--- src/include/drd_regs.vh ---
// Constants for the request packet decoder
//
// Contract
// - Packet is 24 bits, two 12-bit words
// - Kind code picks format; 0000 is nop
// - Kind 0001 access: read or write
// - Kind 0010 extended: decode trim or power-down
// - Close-refresh packet gives two independent commands
// - Kind 01xx opens a row
// - Kind 1xxx masked write, byte mask
// - Row delay bit postpones open 0/1 cycle
// - Column delay bit postpones access 0/1 cycle
// - Open yields bank, row, subrow select
// - Access yields bank, column, narrow subcolumn
// - Precharge subcode closes bank, delay 0-3
// - Refresh idle; refresh close uses argument bank
// - Refresh open activates refresh row
// - Open-advance also increments refresh row
// - Refresh commands delayed by argument bits 7:6
// - Loads write argument into refresh row
// - Refresh subcode encodings 000 to 111
// - Precharge subcode 100-111 gives delay 0-3
// - Extended codes: trims, trim end, power-down
`ifndef DRD_REGS_VH
`define DRD_REGS_VH

// ==========================================================
// Packet kind codes
`define DRD_KIND_NOP      4'h0
`define DRD_KIND_ACCESS   4'h1
`define DRD_KIND_EXT      4'h2
`define DRD_KIND_CLOSE    4'h3

// ==========================================================
// Field positions in the 24-bit packet
`define DRD_KIND          23:20
`define DRD_ROW_DLY       21
`define DRD_OPEN_BANK     19:17
`define DRD_OPEN_ROW      16:5
`define DRD_OPEN_SUBROW   4:3
`define DRD_COL_WSEL      19
`define DRD_COL_DLY       18
`define DRD_COL_BANK      17:15
`define DRD_COL_ADDR      14:9
`define DRD_COL_SUB       8:5
`define DRD_MSK_BANK      22:20
`define DRD_MSK_ADDR      19:14
`define DRD_MSK_SUB       13:10
`define DRD_MSK_MASK      7:0
`define DRD_EXT_CODE      19:16
`define DRD_PRE_SUB       19:17
`define DRD_PRE_BANK      16:14
`define DRD_REF_SUB       13:11
`define DRD_REF_ARG       10:3

// ==========================================================
// Sub-codes
`define DRD_REF_CLOSE     3'h1
`define DRD_REF_OPEN      3'h2
`define DRD_REF_ADV       3'h3
`define DRD_REF_LOAD_LO   3'h4
`define DRD_REF_LOAD_MID  3'h5
`define DRD_EXT_CUR       4'h8
`define DRD_EXT_IMP       4'h9
`define DRD_EXT_END       4'hA
`define DRD_EXT_SLEEP     4'hC

// ==========================================================
// Register map and reset values
`define DRD_ADDR_CTRL     8'h00
`define DRD_ADDR_STATUS   8'h04
`define DRD_ADDR_COUNT    8'h08
`define DRD_ADDR_LAST     8'h0C
`define DRD_CTRL_RESET    3'h1
`define DRD_RESP_OKAY     2'h0
`define DRD_RESP_SLVERR   2'h2

`endif

--- src/rtl/drd_sync3.v ---
// Three-stage pin synchroniser with agreement filter
module drd_sync3 #(
  parameter W = 1
) (
  // Clock and reset
  input  wire         clk,
  input  wire         resetn,
  // Pin side and filtered level
  input  wire [W-1:0] pin,
  output reg  [W-1:0] level
);
  reg [W-1:0] s1;
  reg [W-1:0] s2;
  reg [W-1:0] s3;

  // Stage one feeds stage two only
  always @(posedge clk or negedge resetn) begin
    if (!resetn) begin
      s1    <= {W{1'b0}};
      s2    <= {W{1'b0}};
      s3    <= {W{1'b0}};
      level <= {W{1'b0}};
    end else begin
      s1 <= pin;
      s2 <= s1;
      s3 <= s2;
      if (s2 == s3) begin
        level <= s3; // Change counts once two stages agree
      end
    end
  end
endmodule // drd_sync3

--- src/rtl/drd_cmd_sched.v ---
// Command delay slots: fires a command 0 to 3 request cycles late
module drd_cmd_sched #(
  parameter W = 8
) (
  // Clock and reset
  input  wire         clk,
  input  wire         resetn,
  // Request cycle pulse and new command
  input  wire         tick,
  input  wire         load,
  input  wire [1:0]   delay,
  input  wire [W-1:0] data,
  // Issued command
  output reg          fire,
  output reg  [W-1:0] fire_data
);
  reg [W-1:0] slot_d [1:3];
  reg [3:1]   slot_v;
  integer     i;

  // Shift waiting commands one slot per request cycle
  always @(posedge clk or negedge resetn) begin
    if (!resetn) begin
      fire      <= 1'b0;
      fire_data <= {W{1'b0}};
      slot_v    <= 3'h0;
      for (i = 1; i <= 3; i = i + 1) begin
        slot_d[i] <= {W{1'b0}};
      end
    end else begin
      fire <= 1'b0;
      if (load && delay == 2'h0) begin
        fire      <= 1'b1;
        fire_data <= data;
      end else if (tick && slot_v[1]) begin
        fire      <= 1'b1;
        fire_data <= slot_d[1];
      end
      if (tick) begin
        slot_v    <= {1'b0, slot_v[3:2]};
        slot_d[1] <= slot_d[2];
        slot_d[2] <= slot_d[3];
      end
      // New entry lands after the shift
      if (load && delay != 2'h0) begin
        slot_v[delay] <= 1'b1;
        slot_d[delay] <= data;
      end
    end
  end
endmodule // drd_cmd_sched

--- src/rtl/drd_decoder.v ---
// Request packet decoder with AXI4-Lite status and control
//
// Chosen here: the placing of the registers and the AXI4-Lite slave port.
`include "drd_regs.vh"

module drd_decoder (
  // Clock and reset
  input  wire        clk,
  input  wire        resetn,
  // Request link pins
  input  wire        master_clock_pair,
  input  wire [11:0] request_pins,
  // AXI4-Lite write address
  input  wire [7:0]  s_axi_awaddr,
  input  wire        s_axi_awvalid,
  output reg         s_axi_awready,
  // AXI4-Lite write data
  input  wire [31:0] s_axi_wdata,
  input  wire [3:0]  s_axi_wstrb,
  input  wire        s_axi_wvalid,
  output reg         s_axi_wready,
  // AXI4-Lite write response
  output reg  [1:0]  s_axi_bresp,
  output reg         s_axi_bvalid,
  input  wire        s_axi_bready,
  // AXI4-Lite read address
  input  wire [7:0]  s_axi_araddr,
  input  wire        s_axi_arvalid,
  output reg         s_axi_arready,
  // AXI4-Lite read data
  output reg  [31:0] s_axi_rdata,
  output reg  [1:0]  s_axi_rresp,
  output reg         s_axi_rvalid,
  input  wire        s_axi_rready,
  // Row open to core
  output wire        row_open,
  output wire [2:0]  activate_slice,
  output wire [11:0] open_row,
  output wire [1:0]  subrow_select,
  // Column access to core
  output wire        col_access,
  output wire        write_select_bit,
  output wire        masked_write,
  output wire [2:0]  column_slice,
  output wire [5:0]  column_address,
  output wire [3:0]  subcolumn_address,
  output wire [7:0]  byte_mask,
  // Precharge to core
  output wire        precharge,
  output wire [2:0]  precharge_slice,
  // Refresh commands to core
  output reg         refresh_close,
  output reg         refresh_open,
  output reg  [2:0]  refresh_bank,
  output reg  [11:0] refresh_row,
  // Maintenance pulses
  output reg         current_trim,
  output reg         impedance_trim,
  output reg         trim_end,
  output reg         power_down_entry
);
  // ========================================================
  // Link capture
  wire        clk_lvl;
  wire [11:0] rq_lvl;
  reg         clk_last;
  reg  [11:0] word_first;
  reg  [23:0] pkt;
  reg         pkt_tick;

  drd_sync3 #(.W(1)) u_sync_clk (
    .clk    (clk),
    .resetn (resetn),
    .pin    (master_clock_pair),
    .level  (clk_lvl)
  );

  drd_sync3 #(.W(12)) u_sync_rq (
    .clk    (clk),
    .resetn (resetn),
    .pin    (request_pins),
    .level  (rq_lvl)
  );

  // First word on rising edge, packet on falling edge
  always @(posedge clk or negedge resetn) begin
    if (!resetn) begin
      clk_last   <= 1'b0;
      word_first <= 12'h000;
      pkt        <= 24'h000000;
      pkt_tick   <= 1'b0;
    end else begin
      clk_last <= clk_lvl;
      pkt_tick <= 1'b0;
      if (clk_lvl && !clk_last) begin
        word_first <= rq_lvl;
      end
      if (!clk_lvl && clk_last) begin
        pkt      <= {word_first, rq_lvl};
        pkt_tick <= 1'b1;
      end
    end
  end

  // ========================================================
  // Control and status state
  reg         dec_enable;
  reg  [1:0]  width_mode;
  reg         pd_state;
  reg         trim_active;
  reg  [31:0] pkt_count;
  reg  [23:0] last_pkt;
  reg  [11:0] ref_row_reg;

  // ========================================================
  // Packet decode
  wire [3:0] kind     = pkt[`DRD_KIND];
  wire       go       = pkt_tick && dec_enable;
  wire       is_acc   = (kind == `DRD_KIND_ACCESS);
  wire       is_ext   = (kind == `DRD_KIND_EXT);
  wire       is_close = (kind == `DRD_KIND_CLOSE);
  wire       is_open  = (kind[3:2] == 2'b01);
  wire       is_msk   = kind[3];
  wire [2:0] pre_sub  = pkt[`DRD_PRE_SUB];
  wire [2:0] ref_sub  = pkt[`DRD_REF_SUB];
  wire [7:0] ref_arg  = pkt[`DRD_REF_ARG];
  wire [3:0] ext_code = pkt[`DRD_EXT_CODE];
  // Kind 0000 matches no decode term and so is a nop

  // Row open fields
  wire        opn_load = go && is_open;
  wire [1:0]  opn_dly  = {1'b0, pkt[`DRD_ROW_DLY]};
  wire [16:0] opn_data = {pkt[`DRD_OPEN_BANK], pkt[`DRD_OPEN_ROW],
                          pkt[`DRD_OPEN_SUBROW]};

  // Column access fields, plain or masked
  wire [2:0] c_bank = is_msk ? pkt[`DRD_MSK_BANK] : pkt[`DRD_COL_BANK];
  wire [5:0] c_addr = is_msk ? pkt[`DRD_MSK_ADDR] : pkt[`DRD_COL_ADDR];
  wire [3:0] c_sub  = is_msk ? pkt[`DRD_MSK_SUB]  : pkt[`DRD_COL_SUB];
  // Subcolumn only meaningful for narrow widths
  wire [3:0] c_sub_eff = (width_mode == 2'h0) ? 4'h0 : c_sub;
  // Full mask for unmasked writes
  wire [7:0] c_mask = is_msk ? pkt[`DRD_MSK_MASK] : 8'hFF;
  wire       c_wsel = is_msk | pkt[`DRD_COL_WSEL];
  wire       col_load = go && (is_acc || is_msk);
  wire [1:0] col_dly  = is_msk ? 2'h0 : {1'b0, pkt[`DRD_COL_DLY]};
  wire [22:0] col_data = {c_wsel, is_msk, c_bank, c_addr, c_sub_eff,
                          c_mask};

  // Precharge half of a close-refresh packet
  wire pre_load = go && is_close && pre_sub[2];

  // Refresh half of a close-refresh packet
  wire ref_cmd  = (ref_sub == `DRD_REF_CLOSE) ||
                  (ref_sub == `DRD_REF_OPEN) ||
                  (ref_sub == `DRD_REF_ADV);
  wire ref_load = go && is_close && ref_cmd;
  wire [16:0] ref_data = {ref_sub[1:0], ref_arg[2:0], ref_row_reg};

  // ========================================================
  // Delay slots for each command stream
  wire        ref_fire;
  wire [16:0] ref_fdata;

  drd_cmd_sched #(.W(17)) u_opn (
    .clk       (clk),
    .resetn    (resetn),
    .tick      (pkt_tick),
    .load      (opn_load),
    .delay     (opn_dly),
    .data      (opn_data),
    .fire      (row_open),
    .fire_data ({activate_slice, open_row, subrow_select})
  );

  drd_cmd_sched #(.W(23)) u_col (
    .clk       (clk),
    .resetn    (resetn),
    .tick      (pkt_tick),
    .load      (col_load),
    .delay     (col_dly),
    .data      (col_data),
    .fire      (col_access),
    .fire_data ({write_select_bit, masked_write, column_slice,
                 column_address, subcolumn_address, byte_mask})
  );

  drd_cmd_sched #(.W(3)) u_pre (
    .clk       (clk),
    .resetn    (resetn),
    .tick      (pkt_tick),
    .load      (pre_load),
    .delay     (pre_sub[1:0]),
    .data      (pkt[`DRD_PRE_BANK]),
    .fire      (precharge),
    .fire_data (precharge_slice)
  );

  drd_cmd_sched #(.W(17)) u_ref (
    .clk       (clk),
    .resetn    (resetn),
    .tick      (pkt_tick),
    .load      (ref_load),
    .delay     (ref_arg[7:6]),
    .data      (ref_data),
    .fire      (ref_fire),
    .fire_data (ref_fdata)
  );

  // ========================================================
  // Refresh command outputs and refresh row registers
  wire [1:0] rf_kind = ref_fdata[16:15];

  always @(posedge clk or negedge resetn) begin
    if (!resetn) begin
      refresh_close <= 1'b0;
      refresh_open  <= 1'b0;
      refresh_bank  <= 3'h0;
      refresh_row   <= 12'h000;
      ref_row_reg   <= 12'h000;
    end else begin
      refresh_close <= ref_fire && (rf_kind == 2'h1);
      refresh_open  <= ref_fire && rf_kind[1];
      if (ref_fire) begin
        refresh_bank <= ref_fdata[14:12];
        refresh_row  <= ref_fdata[11:0];
      end
      // Step after advance fires; a load in the same cycle wins on the bits it writes
      if (ref_fire && rf_kind == 2'h3) begin
        ref_row_reg <= ref_row_reg + 12'h001;
      end
      if (go && is_close && ref_sub == `DRD_REF_LOAD_LO) begin
        ref_row_reg[7:0] <= ref_arg;
      end
      if (go && is_close && ref_sub == `DRD_REF_LOAD_MID) begin
        ref_row_reg[11:8] <= ref_arg[3:0];
      end
      // Subcodes 110 and 111 leave everything alone
    end
  end

  // ========================================================
  // Extended commands
  wire ext_go = go && is_ext;

  always @(posedge clk or negedge resetn) begin
    if (!resetn) begin
      current_trim     <= 1'b0;
      impedance_trim   <= 1'b0;
      trim_end         <= 1'b0;
      power_down_entry <= 1'b0;
    end else begin
      current_trim     <= ext_go && ext_code == `DRD_EXT_CUR;
      impedance_trim   <= ext_go && ext_code == `DRD_EXT_IMP;
      trim_end         <= ext_go && ext_code == `DRD_EXT_END;
      power_down_entry <= ext_go && ext_code == `DRD_EXT_SLEEP;
      // Other codes give no pulse
    end
  end

  // ========================================================
  // AXI4-Lite write path
  reg  [7:0]  aw_addr;
  reg  [31:0] w_data;
  reg  [3:0]  w_strb;
  wire        aw_take = s_axi_awvalid && s_axi_awready;
  wire        w_take  = s_axi_wvalid && s_axi_wready;
  wire        wr_do   = !s_axi_awready && !s_axi_wready && !s_axi_bvalid;
  wire        pd_clr  = wr_do && aw_addr == `DRD_ADDR_STATUS &&
                        w_strb[0] && w_data[0];

  // Hold address and data until both have arrived
  always @(posedge clk or negedge resetn) begin
    if (!resetn) begin
      s_axi_awready <= 1'b1;
      s_axi_wready  <= 1'b1;
      s_axi_bvalid  <= 1'b0;
      s_axi_bresp   <= `DRD_RESP_OKAY;
      aw_addr       <= 8'h00;
      w_data        <= 32'h00000000;
      w_strb        <= 4'h0;
    end else begin
      if (aw_take) begin
        aw_addr       <= s_axi_awaddr;
        s_axi_awready <= 1'b0;
      end
      if (w_take) begin
        w_data       <= s_axi_wdata;
        w_strb       <= s_axi_wstrb;
        s_axi_wready <= 1'b0;
      end
      if (wr_do) begin
        s_axi_bvalid <= 1'b1;
        if (aw_addr == `DRD_ADDR_CTRL || aw_addr == `DRD_ADDR_STATUS) begin
          s_axi_bresp <= `DRD_RESP_OKAY;
        end else begin
          s_axi_bresp <= `DRD_RESP_SLVERR;
        end
      end
      if (s_axi_bvalid && s_axi_bready) begin
        s_axi_bvalid  <= 1'b0;
        s_axi_awready <= 1'b1;
        s_axi_wready  <= 1'b1;
      end
    end
  end

  // Control register and sticky status
  always @(posedge clk or negedge resetn) begin
    if (!resetn) begin
      dec_enable  <= 1'b1;
      width_mode  <= 2'h0;
      pd_state    <= 1'b0;
      trim_active <= 1'b0;
      pkt_count   <= 32'h00000000;
      last_pkt    <= 24'h000000;
    end else begin
      if (wr_do && aw_addr == `DRD_ADDR_CTRL && w_strb[0]) begin
        dec_enable <= w_data[0];
        width_mode <= w_data[2:1];
      end
      // Set wins over a clear in the same cycle
      if (ext_go && ext_code == `DRD_EXT_SLEEP) begin
        pd_state <= 1'b1;
      end else if (pd_clr) begin
        pd_state <= 1'b0;
      end
      if (ext_go && ext_code == `DRD_EXT_CUR) begin
        trim_active <= 1'b1;
      end else if (ext_go && ext_code == `DRD_EXT_END) begin
        trim_active <= 1'b0;
      end
      if (go) begin
        pkt_count <= pkt_count + 32'h00000001;
        last_pkt  <= pkt;
      end
    end
  end

  // ========================================================
  // AXI4-Lite read path
  reg [31:0] rd_mux;

  // Register read select
  always @* begin
    case (s_axi_araddr)
      `DRD_ADDR_CTRL:   rd_mux = {29'h0, width_mode, dec_enable};
      `DRD_ADDR_STATUS: rd_mux = {4'h0, ref_row_reg, 14'h0,
                                  trim_active, pd_state};
      `DRD_ADDR_COUNT:  rd_mux = pkt_count;
      `DRD_ADDR_LAST:   rd_mux = {8'h00, last_pkt};
      default:          rd_mux = 32'h00000000;
    endcase
  end

  // One read in flight; answer the cycle after the address
  always @(posedge clk or negedge resetn) begin
    if (!resetn) begin
      s_axi_arready <= 1'b1;
      s_axi_rvalid  <= 1'b0;
      s_axi_rdata   <= 32'h00000000;
      s_axi_rresp   <= `DRD_RESP_OKAY;
    end else begin
      if (s_axi_arvalid && s_axi_arready) begin
        s_axi_arready <= 1'b0;
        s_axi_rvalid  <= 1'b1;
        s_axi_rdata   <= rd_mux;
        if (s_axi_araddr[7:4] == 4'h0 && s_axi_araddr[1:0] == 2'h0) begin
          s_axi_rresp <= `DRD_RESP_OKAY;
        end else begin
          s_axi_rresp <= `DRD_RESP_SLVERR;
        end
      end
      if (s_axi_rvalid && s_axi_rready) begin
        s_axi_rvalid  <= 1'b0;
        s_axi_arready <= 1'b1;
      end
    end
  end
endmodule // drd_decoder

--- config.mk ---
export PLATFORM = sky130hd
export DESIGN_NAME = drd_decoder
export DESIGN_NICKNAME = d
export VERILOG_FILES = /design/src/rtl/drd_sync3.v /design/src/rtl/drd_cmd_sched.v /design/src/rtl/drd_decoder.v
export VERILOG_INCLUDE_DIRS = /design/src /design/src/include
export SDC_FILE = /design/constraint.sdc
export NUM_CORES = 1
export LEC_CHECK = 0
export ABC_CLOCK_PERIOD_IN_PS = 2400
export BUFFER_PORTS_ARGS = -buffer_cell sky130_fd_sc_hd__buf_4
export CAP_MARGIN = 20
export CORE_ASPECT_RATIO = 0.7
export CORE_MARGIN = 2
export CORE_UTILIZATION = 45
export DETAILED_ROUTE_END_ITERATION = 10
export PLACE_DENSITY = 0.75
export SYNTH_ARGS = -nofsm -noshare
export SYNTH_HDL_FRONTEND = slang
export SYNTH_SLANG_ARGS = --single-unit
--- constraint.sdc ---
create_clock -name clk -period 2.4 [get_ports clk]
set_input_delay 0.24 -clock clk [delete_from_list [all_inputs] [get_ports clk]]
set_output_delay 0.24 -clock clk [all_outputs]
set_load 0.02 [all_outputs]
# ---- After elaboration in Yosys (flattened, before gate mapping)
# Index checks and enable logic that the tools add are counted.
dict set report totals {
  regBits 493
  out_inout_bits 108
  inputBits 72
}
dict set report classes {
  n_mux 79
  n_reduce_logical 84
  eq_ne 21
  n_bitwise 9
  add_sub_neg 2
  n_lt_le_gt_ge 16
}
# cell n
set ops {}
lappend ops {{$pmux 32 s4} 1}
lappend ops {{$bwmux 51} 2}
lappend ops {{$mux 17} 6}
lappend ops {{$mux 51} 2}
lappend ops {{$bwmux 69} 1}
lappend ops {{$mux 23} 3}
lappend ops {{$mux 69} 1}
lappend ops {{$demux 17 s2} 2}
lappend ops {{$mux 34} 2}
lappend ops {{$logic_and 1x1->1} 51}
lappend ops {{$demux 23 s2} 1}
lappend ops {{$mux 46} 1}
lappend ops {{$mux 3} 12}
lappend ops {{$add 32x1->32 const B} 1}
lappend ops {{$reduce_bool 2->1} 15}
lappend ops {{$mux 1} 28}
lappend ops {{$eq 4x4->1 const B} 4}
lappend ops {{$eq 8x3->1 const B} 2}
lappend ops {{$eq 8x4->1 const B} 2}
lappend ops {{$logic_not 8->1} 2}
lappend ops {{$mux 8} 2}
lappend ops {{$add 12x1->12 const B} 1}
lappend ops {{$eq 12x12->1} 1}
lappend ops {{$ge 3x3->1 const B} 4}
lappend ops {{31 further kinds} 64}

# ---- Longest topological paths before layout
# Gate-level depths: netlist of the first run.
dict set report logic_depth {
  ltp_word 8
  mapped_depth 8
  depth_no_buf 5
}

# ---- Cells and area by module
# Synthesis of the first run repeated with hierarchy kept, for this count alone.
dict set report unflattened {
  hier_cells 1659
  hier_area_um2 22240.1
}
# module cells_each n_inst seq_area_each_um2 area_each_um2
set by_module_without_submodules {}
lappend by_module_without_submodules {drd_decoder 650 1 4584.4 7997.7}
lappend by_module_without_submodules {{drd_cmd_sched (u_opn ...)} 260 2 1801.7 3589.7}
lappend by_module_without_submodules {{drd_cmd_sched (u_col)} 349 1 2402.3 4687.0}
lappend by_module_without_submodules {{drd_sync3 (u_sync_rq)} 77 1 1201.2 1476.4}
lappend by_module_without_submodules {{drd_cmd_sched (u_pre)} 58 1 400.4 788.3}
lappend by_module_without_submodules {{drd_sync3 (u_sync_clk)} 5 1 100.1 111.4}

# ---- Worst setup path after synthesis of the first run
# Ideal clock, no wire load.
dict set report synth_timing {
  path_kind {flip-flop to flip-flop}
  start {register dec_enable}
  end {register u_ref.slot_d[25] (netlist name)}
  setup_ns 0.125
  arrival_time_ns 1.878
  period_less_slack_ns 2.003
  path_stages_with_launch 9
  path_slack_ns 0.397
  path_cell_list {dfstp_2 buf_2 nand4bb_4 buf_6 nor2_8 and4b_1 buf_6 buf_6 mux2_2}
}
dict set report synth_via {
  elab_chain_len 5
}
# element line
set synth_rtl {}
lappend synth_rtl {{start, declared} drd_decoder.v:107} ;# reg dec_enable;
lappend synth_rtl {{start signal, assigned} drd_decoder.v:319} ;# dec_enable <= w_data[0];
lappend synth_rtl {{$logic_and 1x1->1} drd_decoder.v:118} ;# wire go = pkt_tick && dec_enable;
lappend synth_rtl {{$logic_and 1x1->1 (2 in series)} drd_decoder.v:157} ;# wire ref_load = go && is_close && ref_cmd;
lappend synth_rtl {{$logic_and 1x1->1} drd_cmd_sched.v:45} ;# if (load && delay != 2'h0) begin
lappend synth_rtl {{$mux 51} drd_cmd_sched.v:45}
lappend synth_rtl {{end signal, assigned by index} drd_cmd_sched.v:28} ;# slot_d[i] <= {W{1'b0}};
lappend synth_rtl {{end signal, assigned by index} drd_cmd_sched.v:47} ;# slot_d[delay] <= data;
lappend synth_rtl {{end, declared} drd_cmd_sched.v:17} ;# reg [W-1:0] slot_d [1:3];
# Every way passes these cells.
# A chain may end at the register's enable or synchronous reset.

# ---- Worst setup path after layout of the first run
dict set report layout_timing {
  start {register dec_enable}
  end {register u_ref.slot_d[17] (netlist name)}
}
# The elaborated chain is that of the path after synthesis.

==> run summary, run 1 <==
Vias per inst: 5.51
Max-Cap Viols: 0
Filler Cell Count: 3036
Non-Filler Instances: 2020
Most common cell after layout, fill and taps aside: dfrtp_1
Post-synthesis mux area share: 18.3%
Compound-Gate Fraction of Synth Area: 7.03%
Largest registers: u_ref.slot_d x51, pkt_count x32, s_axi_rdata x32
Ys Warns: 0
H-tree Lvls: 2
Core area: 37200 um^2
Number of nets in the layout: 1579
Final Cycle Share: 89.1%
Power density over cell area: 711 nW/um^2
Main combinational cell family by area after synthesis: multiplexers
Fmax: 468 MHz
Slew HR: 44.1%
Number of clock sinks: 407
Leak Pwr: 10.1 nW
Required @ worst endpoint: 2.82 ns
RSZ-0062 raised after global routing: no
Register area: 10200 um^2
Largest net degree at the start of global routing: 75
Most used DFF post-synth: dfrtp_1
Sequential share of the synthesized area: 59.9%
TritonRoute pass-1 iters: 5
Hold_buf cts: 34
VDD IR max: 526 uV
Initial antenna violation count: 0
Vias in the first global route: 11143
Total CTS buffers: 40
Area grow syn2layout: 20.0%
Worst setup path class: register to register
Avg WL per Cell: 19.6 um
First-pass GRT wire length: 63.3 mm
Crit path buf inv count: 1
CP endpoint kind: register
Setup_tns: 0 ns
Area share of fa/ha/maj cells after synthesis: 0.206%
XOR/XNOR Fraction of Synth Area: 2.73%
CTS Buffer Depth: 3
Die X: 236 um
Cells after Synth: 1328
Post-synth EDFFs: 0
Largest Register: u_ref.slot_d
GR Overflow Total: 0
Status: complete, no violations
Die H: 167 um
RD Place Congestion: 0.841
Slew @ Worst Pin: 0.839 ns
Clock root buffer master: clkbuf_16
Residual DRC: 0
Vias post-DR: 11140
Reg2Reg Depth: 5
DP Area: 18800 um^2
Synth Area in Simple Gates: 9.06%
Worst-skew pair later-pin latency: 0.55 ns
Final Power: 14.5 mW
FF+latch count, synth: 407
CTS tree: yes
Crit-path slowest cell: dfstp_2
Post-Route Skew: 0.0240 ns
WL final: 39.7 mm
Crit path DAT: 2.56 ns
Hold Crit Class: input pin to register
Starting Density: 45.7%
Crit path launch type: register
Asr flop ratio synth: 100%
Final Hold Viols: 0
Die Footprint: 39400 um^2
Share of cells above drive strength 1: 32.5%
Boundary Pins: 180
GR Util All Layers: 20.5%
# rows: 59
Synth unique cells: 60
Cell total after placement: 1917
DPL Wire Length: 26.8 mm
Port-buffer cells: 145
Most used cells in the layout excluding fill and tap cells: 402 x dfrtp_1, 227 x mux2_2, 183 x buf_4
Crit path depth: 5
DP Worst Slack: 0.280 ns
Post CTS Setup Buffer Count: 0
Critical Path, Cell by Cell: nand4bb_4 -> nor2_8 -> and4b_1 -> buf_12 -> mux2_2
CTS resizes: 0
Final setup vio count: 0
Diode count: 0
Final Instance Area: 20400 um^2
Max reg flops: 51
Minimum clock period: 2.14 ns
Multi-input logic area: 6380 um^2
CP Max Fanout: 18
Iteration-0 DRC Markers: 795
Top Family by Delay on Critical Path: simple AND/OR/NAND/NOR gates
Post-DRT Antenna Nets: 0
Final count of pins violating max slew: 0
PnR worst setup slack: 0.263 ns
Mapped Area: 17000 um^2
Post-synthesis average cell area: 12.8 um^2
CTS clk-pin slew, worst paths: 0.06 ns
Worst path max stage delay: 0.68 ns
Hold depth: 4
## cells by family (layout without fill, tap and decap cells)
group,after synthesis,count (layout)
AOI/OAI and AO/OA,181,181
xor gates and xnor gates,53,53
adders and majority gates,3,3
buffers and inverters,104,307
DFF,407,407
muxes,281,281
other,1,2
and+or+nand+nor,298,298
## synthesized netlist by cell type (6+ instances only)
cell | number | share of area [%]
nand2_1 | 140 | 3.1
xor2_1 | 24 | 1.2
inv_1 | 12 | 0.26
nand3_1 | 9 | 0.26
mux2_2 | 227 | 15
mux2i_1 | 52 | 3.1
and4_1 | 7 | 0.36
and3_1 | 6 | 0.22
a21o_1 | 14 | 0.62
o21ai_0 | 70 | 2.1
nor3_1 | 19 | 0.56
xnor2_1 | 29 | 1.5
nor2_1 | 31 | 0.68
a22oi_1 | 13 | 0.57
buf_2 | 22 | 0.65
and2_1 | 15 | 0.55
a211oi_1 | 9 | 0.40
nor2b_1 | 11 | 0.40
a31oi_1 | 20 | 0.74
clkbuf_1 | 50 | 1.1
nand4_1 | 28 | 1.0
dfrtp_1 | 403 | 59
nor4_1 | 8 | 0.29
a22o_1 | 33 | 1.7
buf_1 | 11 | 0.24
## layout make-up
cell class              instances  share of cell area (%)
well taps                     488                    2.99
flip-flops and latches        407                    49.9
clock inverters                12                   0.833
inverters                      13                   0.239
repair buffers                225                    9.15
multi-input cells             818                    31.2
clock buffers                  57                    5.66
## power breakdown
part           total [mW]  internal, mW  leakage (nW)  switching [mW]
registers            7.29          7.09          5.54           0.202
logic               0.897         0.409          3.95           0.488
clock network        6.33          3.78         0.651            2.55
## final timing paths
| path | to | slack (ns) | from |
|---|---|---|---|
| min in group asynchronous | s_axi_rdata[11] | 0.24 | resetn |
| max reg2reg | u_ref.slot_d[17] | 0.26 | dec_enable |
| min reg2reg | u_sync_rq.s2[11] | 0.35 | u_sync_rq.s1[11] |
| min | s_axi_rdata[26] | 0.11 | s_axi_araddr[6] |
| max in group asynchronous | aw_addr[2] | 1.36 | resetn |
| max | u_ref.slot_d[17] | 0.26 | dec_enable |
## metrics by stage
step / utilization, % / hold slack, ns
after floorplan: - / -0.0556
after global placement: 50.4 / 0.227
after detailed placement: 50.4 / 0.228
after CTS: 54.9 / 0.104
after global routing: 54.9 / 0.121
final: 54.9 / 0.114
## worst register-to-register path, cell delays in order, from the launching register on
cell	delay, ns
dfstp_2	0.68
nand4bb_4	0.27
nor2_8	0.26
and4b_1	0.28
buf_12	0.18
mux2_2	0.36
## layer usage
layer	up-vias	track usage, %	part of all wire [%]
met5	-	1.58	0.22
met4	2	5.23	2.0
met3	57	4.48	6.9
met2	341	31.1	46
met1	5676	29.8	45
li1	5064	-	-
Power figures use the tool's default switching activity.
==> inputs of run 2 (changes only) <==
--- a/config.mk
+++ b/config.mk
@@ -6,14 +6,15 @@
 export SDC_FILE = /design/constraint.sdc
 export NUM_CORES = 1
 export LEC_CHECK = 0
-export ABC_CLOCK_PERIOD_IN_PS = 2400
+export ABC_CLOCK_PERIOD_IN_PS = 1900
 export BUFFER_PORTS_ARGS = -buffer_cell sky130_fd_sc_hd__buf_4
 export CAP_MARGIN = 20
 export CORE_ASPECT_RATIO = 0.7
 export CORE_MARGIN = 2
 export CORE_UTILIZATION = 45
+export CTS_BUF_LIST = sky130_fd_sc_hd__clkbuf_4 sky130_fd_sc_hd__clkbuf_8 sky130_fd_sc_hd__clkbuf_16
 export DETAILED_ROUTE_END_ITERATION = 10
-export PLACE_DENSITY = 0.75
+export PLACE_DENSITY = 0.77
 export SYNTH_ARGS = -nofsm -noshare
 export SYNTH_HDL_FRONTEND = slang
 export SYNTH_SLANG_ARGS = --single-unit
==> constraint.sdc (replaced) <==
create_clock -name clk -period 1.9 [get_ports clk]
set_input_delay 0.19 -clock clk [delete_from_list [all_inputs] [get_ports clk]]
set_output_delay 0.19 -clock clk [all_outputs]
set_load 0.02 [all_outputs]
==> run 2 against run 1 <==
The flow now finishes with violations (negative setup slack); clock power increased by 22%; die area unchanged; sequential share of layout area decreased by 1.5 points; critical path type unchanged; power rose by 25%; combinational power increased by 36%; flip-flop and latch count unchanged; via count up 1.9%.
==> run summary, run 2 (synthesis results as in run 1) <==
Largest Register: u_ref.slot_d
VDD IR max: 744 uV (+41%)
Vias in the first global route: 11682 (+4.8%)
GR Util All Layers: 21.0% (+0.52 points)
Total CTS buffers: 39 (-2.5%)
CTS clk-pin slew, worst paths: 0.06 ns (about the same)
Largest net degree at the start of global routing: 58 (-23%)
H-tree Lvls: 2 (unchanged)
CP endpoint kind: register
Starting Density: 45.7% (unchanged)
Most used cells in the layout excluding fill and tap cells: 402 x dfrtp_1, 219 x buf_4, 211 x mux2_2
RD Place Congestion: 0.839 (-0.24%)
CTS Buffer Depth: 3 (unchanged)
PnR worst setup slack: -0.0326 ns (-0.295 ns)
Worst setup path class: register to register
Iteration-0 DRC Markers: 997 (+25%)
Share of cells above drive strength 1: 35.9% (+3.4 points)
Slew HR: 49.8% (+5.7 points)
# rows: 59 (unchanged)
Die H: 167 um (unchanged)
Final Hold Viols: 0 (unchanged)
Filler Cell Count: 2976 (-2.0%)
Final setup vio count: 9 (+9)
Die Footprint: 39400 um^2 (unchanged)
Final Power: 18.2 mW (+25%)
Core Util, Final: 56.6% (+1.7 points)
DPL Wire Length: 27.8 mm (+3.7%)
Most common cell after layout, fill and taps aside: dfrtp_1
TritonRoute pass-1 iters: 5 (unchanged)
Failing checks: negative setup slack
Number of clock sinks: 407 (unchanged)
WL final: 41.1 mm (+3.7%)
Number of nets in the layout: 1628 (+3.1%)
RSZ-0062 raised after global routing: yes
Setup_tns: -0.133 ns (-0.133 ns)
Largest registers: u_ref.slot_d x51, pkt_count x32, s_axi_rdata x32
Required @ worst endpoint: 2.30 ns (-0.52 ns)
First-pass GRT wire length: 65.9 mm (+4.1%)
Die X: 236 um (unchanged)
Area grow syn2layout: 23.7%
Core area: 37200 um^2 (unchanged)
Residual DRC: 0 (unchanged)
Power density over cell area: 862 nW/um^2 (+21%)
Hold Slack: 0.0903 ns (-0.0239 ns)
Hold Crit Class: input pin to register
Post-DRT Antenna Nets: 0 (unchanged)
Initial antenna violation count: 0 (unchanged)
Leak Pwr: 10.5 nW (+3.3%)
Flop2flop setup slack: -0.03 ns (-0.30 ns)
Slew @ Worst Pin: 0.753 ns (-0.0857 ns)
Max-Cap Viols: 0 (unchanged)
Vias per inst: 5.49 (-0.46%)
Status: finished with violations
Cell total after placement: 1958 (+2.1%)
Avg WL per Cell: 19.9 um (+1.3%)
Crit path DAT: 2.33 ns (-0.23 ns)
Vias post-DR: 11352 (+1.9%)
CP Max Fanout: 5 (-13)
Boundary Pins: 180 (unchanged)
Max reg flops: 51 (unchanged)
Crit path launch type: register
Worst-skew pair later-pin latency: 0.54 ns (about the same)
Port-buffer cells: 145 (unchanged)
CTS tree: yes
Fmax: 517 MHz (+11%)
Post-Route Skew: 0.0254 ns (+0.00142 ns)
Non-Filler Instances: 2068 (+2.4%)
GR Overflow Total: 0 (unchanged)
Minimum clock period: 1.93 ns (-0.205 ns)
Diode count: 0 (unchanged)
Final Cycle Share: 102% (+13 points)
Clock root buffer master: clkbuf_16
Final count of pins violating max slew: 0 (unchanged)
-- run 2: cell types whose count changed in the layout (fill, tap and decap cells not counted), sizes merged --
| cell | before | now |
|---|---|---|
| inv | 14 | 13 |
| clkinv | 6 | 10 |
| clkinvlp | 1 | 4 |
| clkbuf | 57 | 53 |
| buf | 191 | 239 |
| bufinv | 4 | 2 |
-- run 2: layer usage --
layer	global-route usage, %	share of wire, %
met4	5.50	2.3
met1	29.9	46
met3	4.54	6.2
met2	32.7	46
met5	0	0
-- run 2: path summary, 6_finish.rpt --
kind                                  endpoint  cells after the start       startpoint
max in group asynchronous      s_axi_rdata[31]                      3           resetn
hold reg to reg                u_sync_rq.s2[8]                      0  u_sync_rq.s1[8]
setup reg to reg                 pkt_count[17]                      6       dec_enable
min in group asynchronous  u_opn.fire_data[10]                      2           resetn
setup / recovery                 pkt_count[17]                      6       dec_enable
hold / removal                 s_axi_rdata[27]                      4  s_axi_araddr[6]
-- run 2: stage by stage --
stage / setup slack (ns) / instance area [um^2]
2_1_floorplan: -0.0164 / 17100
3_3_place_gp: 0.00209 / 19200
3_5_place_dp: -0.0347 / 19200
4_1_cts: -0.0433 / 20900
5_1_grt: -0.108 / 21100
6_report: -0.0326 / 21100
-- run 2: report_power, final --
| part | switching [mW] | internal [mW] | total (mW) |
|---|---|---|---|
| Sequential | 0.243 | 8.95 | 9.20 |
| Combinational | 0.652 | 0.566 | 1.22 |
| Clock | 3.29 | 4.46 | 7.75 |
-- run 2: what timing repair did --
item                                    CTS  global route
endpoints found under the setup margin   23            83
cloned                                    1             2
hold endpoints to repair                 71             0
hold buffers                             34             0
gates resized for setup                   5            30
buffers inserted                          2             4
pin swaps                                 2            14
-- run 2: cell type report --
class,instances,area (um^2),area share (%)
flip-flops and latches,407,10200,48.4
multi-input cells,818,6540,31.0
repair buffers,275,2390,11.4
clock buffers,51,1130,5.36
well taps,488,611,2.90
clock inverters,16,148,0.701
inverters,13,48.8,0.232
-- run 2: critical path, stage by stage, from the launching register on --
cell,delay (ns)
dfstp_2,0.62
buf_6,0.15
nand3_4,0.10
nor4_4,0.42
buf_6,0.19
nand4_1,0.14
xnor2_1,0.16
==> inputs of run 3 (changes only) <==
--- a/config.mk
+++ b/config.mk
@@ -14,6 +14,7 @@
 export CORE_UTILIZATION = 45
 export CTS_BUF_LIST = sky130_fd_sc_hd__clkbuf_4 sky130_fd_sc_hd__clkbuf_8 sky130_fd_sc_hd__clkbuf_16
 export DETAILED_ROUTE_END_ITERATION = 10
+export GPL_TIMING_DRIVEN = 0
 export PLACE_DENSITY = 0.77
 export SYNTH_ARGS = -nofsm -noshare
 export SYNTH_HDL_FRONTEND = slang
==> run 3 against run 2 <==
The flow still finishes with violations (negative setup slack); fmax shrank 2.7%; non-clock buffer count grew 25; hold slack lost 0.029 ns; register-to-register slack lost 0.05 ns; flip-flop and latch count is the same; clock skew shrank 0.0029 ns; combinational power grew 5%; worst setup slack lost 0.053 ns; count of clock-buffer cells in the layout grew 8; core utilization shrank 0.081 points; first-iteration DRC count grew 9.0%; wire length grew 3.5%; critical endpoint is now u_ref.slot_d[21]; largest power group unchanged.
==> run summary, run 3 (synthesis results as in run 1) <==
Status: finished with violations
Failing checks: negative setup slack
Final count of pins violating max slew: 0 (unchanged)
Die H: 167 um (unchanged)
Area grow syn2layout: 23.6%
Filler Cell Count: 2956 (-0.67%)
CTS tree: yes
Port-buffer cells: 143 (-1.4%)
NetSw: 4.07 mW (-2.7%)
Total CTS buffers: 39 (unchanged)
Final Cycle Share: 105% (+2.8 points)
# rows: 59 (unchanged)
Leak Pwr: 10.4 nW (-0.40%)
GR Overflow Total: 0 (unchanged)
H-tree Lvls: 2 (unchanged)
CTS clk-pin slew, worst paths: 0.06 ns (about the same)
VDD IR max: 724 uV (-2.6%)
Max reg flops: 51 (unchanged)
Residual DRC: 0 (unchanged)
Hold Startpoint: s_axi_araddr[6]
Worst hold path endpoint: s_axi_rdata[24]
Slew @ Worst Pin: 0.856 ns (+0.103 ns)
Power density over cell area: 850 nW/um^2 (-1.5%)
Final setup vio count: 72 (+63)
R2r endpoint: u_ref.slot_d[21]
CTS Buffer Depth: 3 (unchanged)
Final Instance Area: 21000 um^2 (-0.14%)
CP endpoint kind: register
Crit path launch type: register
Slew HR: 42.9% (-6.9 points)
Worst setup path class: register to register
Final Hold Viols: 0 (unchanged)
Sequential power share: 51.4% (+0.8 points)
Required @ worst endpoint: 2.31 ns (about the same)
Clock root buffer master: clkbuf_16
Vias per inst: 5.59 (+1.9%)
Switch share: 22.8% (-0.24 points)
Met3 WL post-DR: 3.46 mm (+37%)
Hold depth: 4 (unchanged)
Clock Power Share: 41.5% (-1.1 points)
First-pass GRT wire length: 66.3 mm (+0.58%)
GR Util All Layers: 21.5% (+0.50 points)
Crit path DAT: 2.39 ns (+0.06 ns)
Non-Filler Instances: 2088 (+0.97%)
Metal2 WL: 19.3 mm (+2.8%)
Post-DRT Antenna Nets: 0 (unchanged)
Vias post-DR: 11675 (+2.8%)
Vias in the first global route: 11594 (-0.75%)
Post-Route Skew: 0.0225 ns (-0.00293 ns)
Internal power: 13.8 mW (-1.3%)
Worst-skew pair later-pin latency: 0.54 ns (about the same)
WL final: 42.6 mm (+3.5%)
Multi-input logic area: 6590 um^2 (+0.84%)
DP Worst Slack: -0.463 ns (-0.428 ns)
Minimum clock period: 1.99 ns (+0.0532 ns)
Die Footprint: 39400 um^2 (unchanged)
Cell total after placement: 1963 (+0.26%)
Setup_tns: -2.60 ns (-2.47 ns)
Diode count: 0 (unchanged)
Number of clock sinks: 407 (unchanged)
Most common cell after layout, fill and taps aside: dfrtp_1
DPL Wire Length: 28.9 mm (+3.8%)
Starting Density: 45.7% (unchanged)
Initial antenna violation count: 1 (+1)
DP Area: 18800 um^2 (-1.9%)
Hold Crit Class: input pin to register
Top routing layer in use: met4
RSZ-0062 raised after global routing: yes
Wire length on met1: 18.8 mm (-0.25%)
Register area: 10200 um^2 (about the same)
Largest Register: u_ref.slot_d
Boundary Pins: 180 (unchanged)
Worst r2r src: dec_enable
Number of nets in the layout: 1653 (+1.5%)
Core area: 37200 um^2 (unchanged)
PnR worst setup slack: -0.0859 ns (-0.0532 ns)
Die X: 236 um (unchanged)
Logic pwr share: 7.1% (+0.4 points)
Fmax: 504 MHz (-2.7%)
RD Place Congestion: 0.851 (+1.4%)
Reg2Reg Depth: 8 (+2)
Most used cells in the layout excluding fill and tap cells: 401 x dfrtp_1, 211 x mux2_2, 167 x buf_4
Avg WL per Cell: 20.4 um (+2.5%)
Flop2flop setup slack: -0.09 ns (-0.05 ns)
Largest registers: u_ref.slot_d x51, pkt_count x32, s_axi_rdata x32
Iteration-0 DRC Markers: 1087 (+9.0%)
Largest net degree at the start of global routing: 134 (+130%)
CP Max Fanout: 8 (+3)
Max-Cap Viols: 0 (unchanged)
Share of cells above drive strength 1: 35.2% (-0.76 points)
TritonRoute pass-1 iters: 7 (+2)
## run 3: cell count changes in the layout (fill, tap and decap cells not counted), moves of 7 or more
cell,before,now
buf_1,0,7
buf_12,15,3
buf_2,0,10
buf_4,219,167
buf_6,4,21
clkbuf_1,0,28
clkbuf_2,0,15
clkbuf_4,2,18
## run 3: stage by stage
stage / hold slack [ns] / utilization, % / total power, mW
5_1_grt: 0.0940 / 56.5 / 18.5
4_1_cts: 0.0443 / 55.6 / 18.0
3_5_place_dp: 0.196 / 50.6 / 10.5
2_1_floorplan: -0.106 / - / 9.87
6_report: 0.0609 / 56.5 / 17.9
3_3_place_gp: 0.300 / 50.4 / 10.4
## run 3: power by group through the flow
stage | clock network [mW] | logic [mW] | registers [mW]
after detailed placement | 0 | 1.13 | 9.32
after global placement | 0 | 1.07 | 9.30
after global routing | 7.93 | 1.39 | 9.22
after floorplan | 0 | 0.567 | 9.30
after CTS | 7.55 | 1.25 | 9.17
final | 7.41 | 1.28 | 9.18
## run 3: repair_timing
action / in CTS / in global routing
buffers inserted: 15 / 18
pin swaps: 5 / 13
hold endpoints to repair: 99 / 0
hold buffers: 34 / 0
setup endpoints to repair: 192 / 176
gates cloned: 1 / 1
resized for setup: 60 / 64
## run 3: final cells by class
cell class	count	area share, %
flip-flops and latches	407	48.5
multi-input cells	818	31.4
repair buffers	215	8.91
clock buffers	59	5.62
well taps	488	2.90
plain buffers	85	2.41
inverters	13	0.250
clock inverters	3	0.0892
## run 3: worst max-delay path: stages (launching register included)
cell and delay, ns:
dfstp_2 0.53, buf_8 0.13, nand4bb_4 0.11, buf_8 0.15, nor2_8 0.09, and4b_1 0.23, buf_6 0.15, buf_12 0.15
mux2_4 0.30
## run 3: how the worst max path moves through the flow
stage | startpoint | end | slack [ns] | depth (start not counted)
after global placement | resetn | aw_addr[4] | -3.21 | 1
after floorplan | dec_enable | u_ref.slot_d[25] | -0.02 | 8
final | dec_enable | u_ref.slot_d[21] | -0.09 | 8
after CTS | dec_enable | u_ref.slot_d[43] | -0.12 | 8
after global routing | dec_enable | u_opn.fire_data[2] | -0.14 | 7
after detailed placement | dec_enable | u_opn.fire_data[7] | -0.46 | 5
## run 3: layer usage
layer | GRT usage, % | vias up
li1 | - | 5202
met5 | 0 | -
met2 | 32.4 | 453
met3 | 5.50 | 78
met4 | 6.60 | 0
met1 | 30.6 | 5942
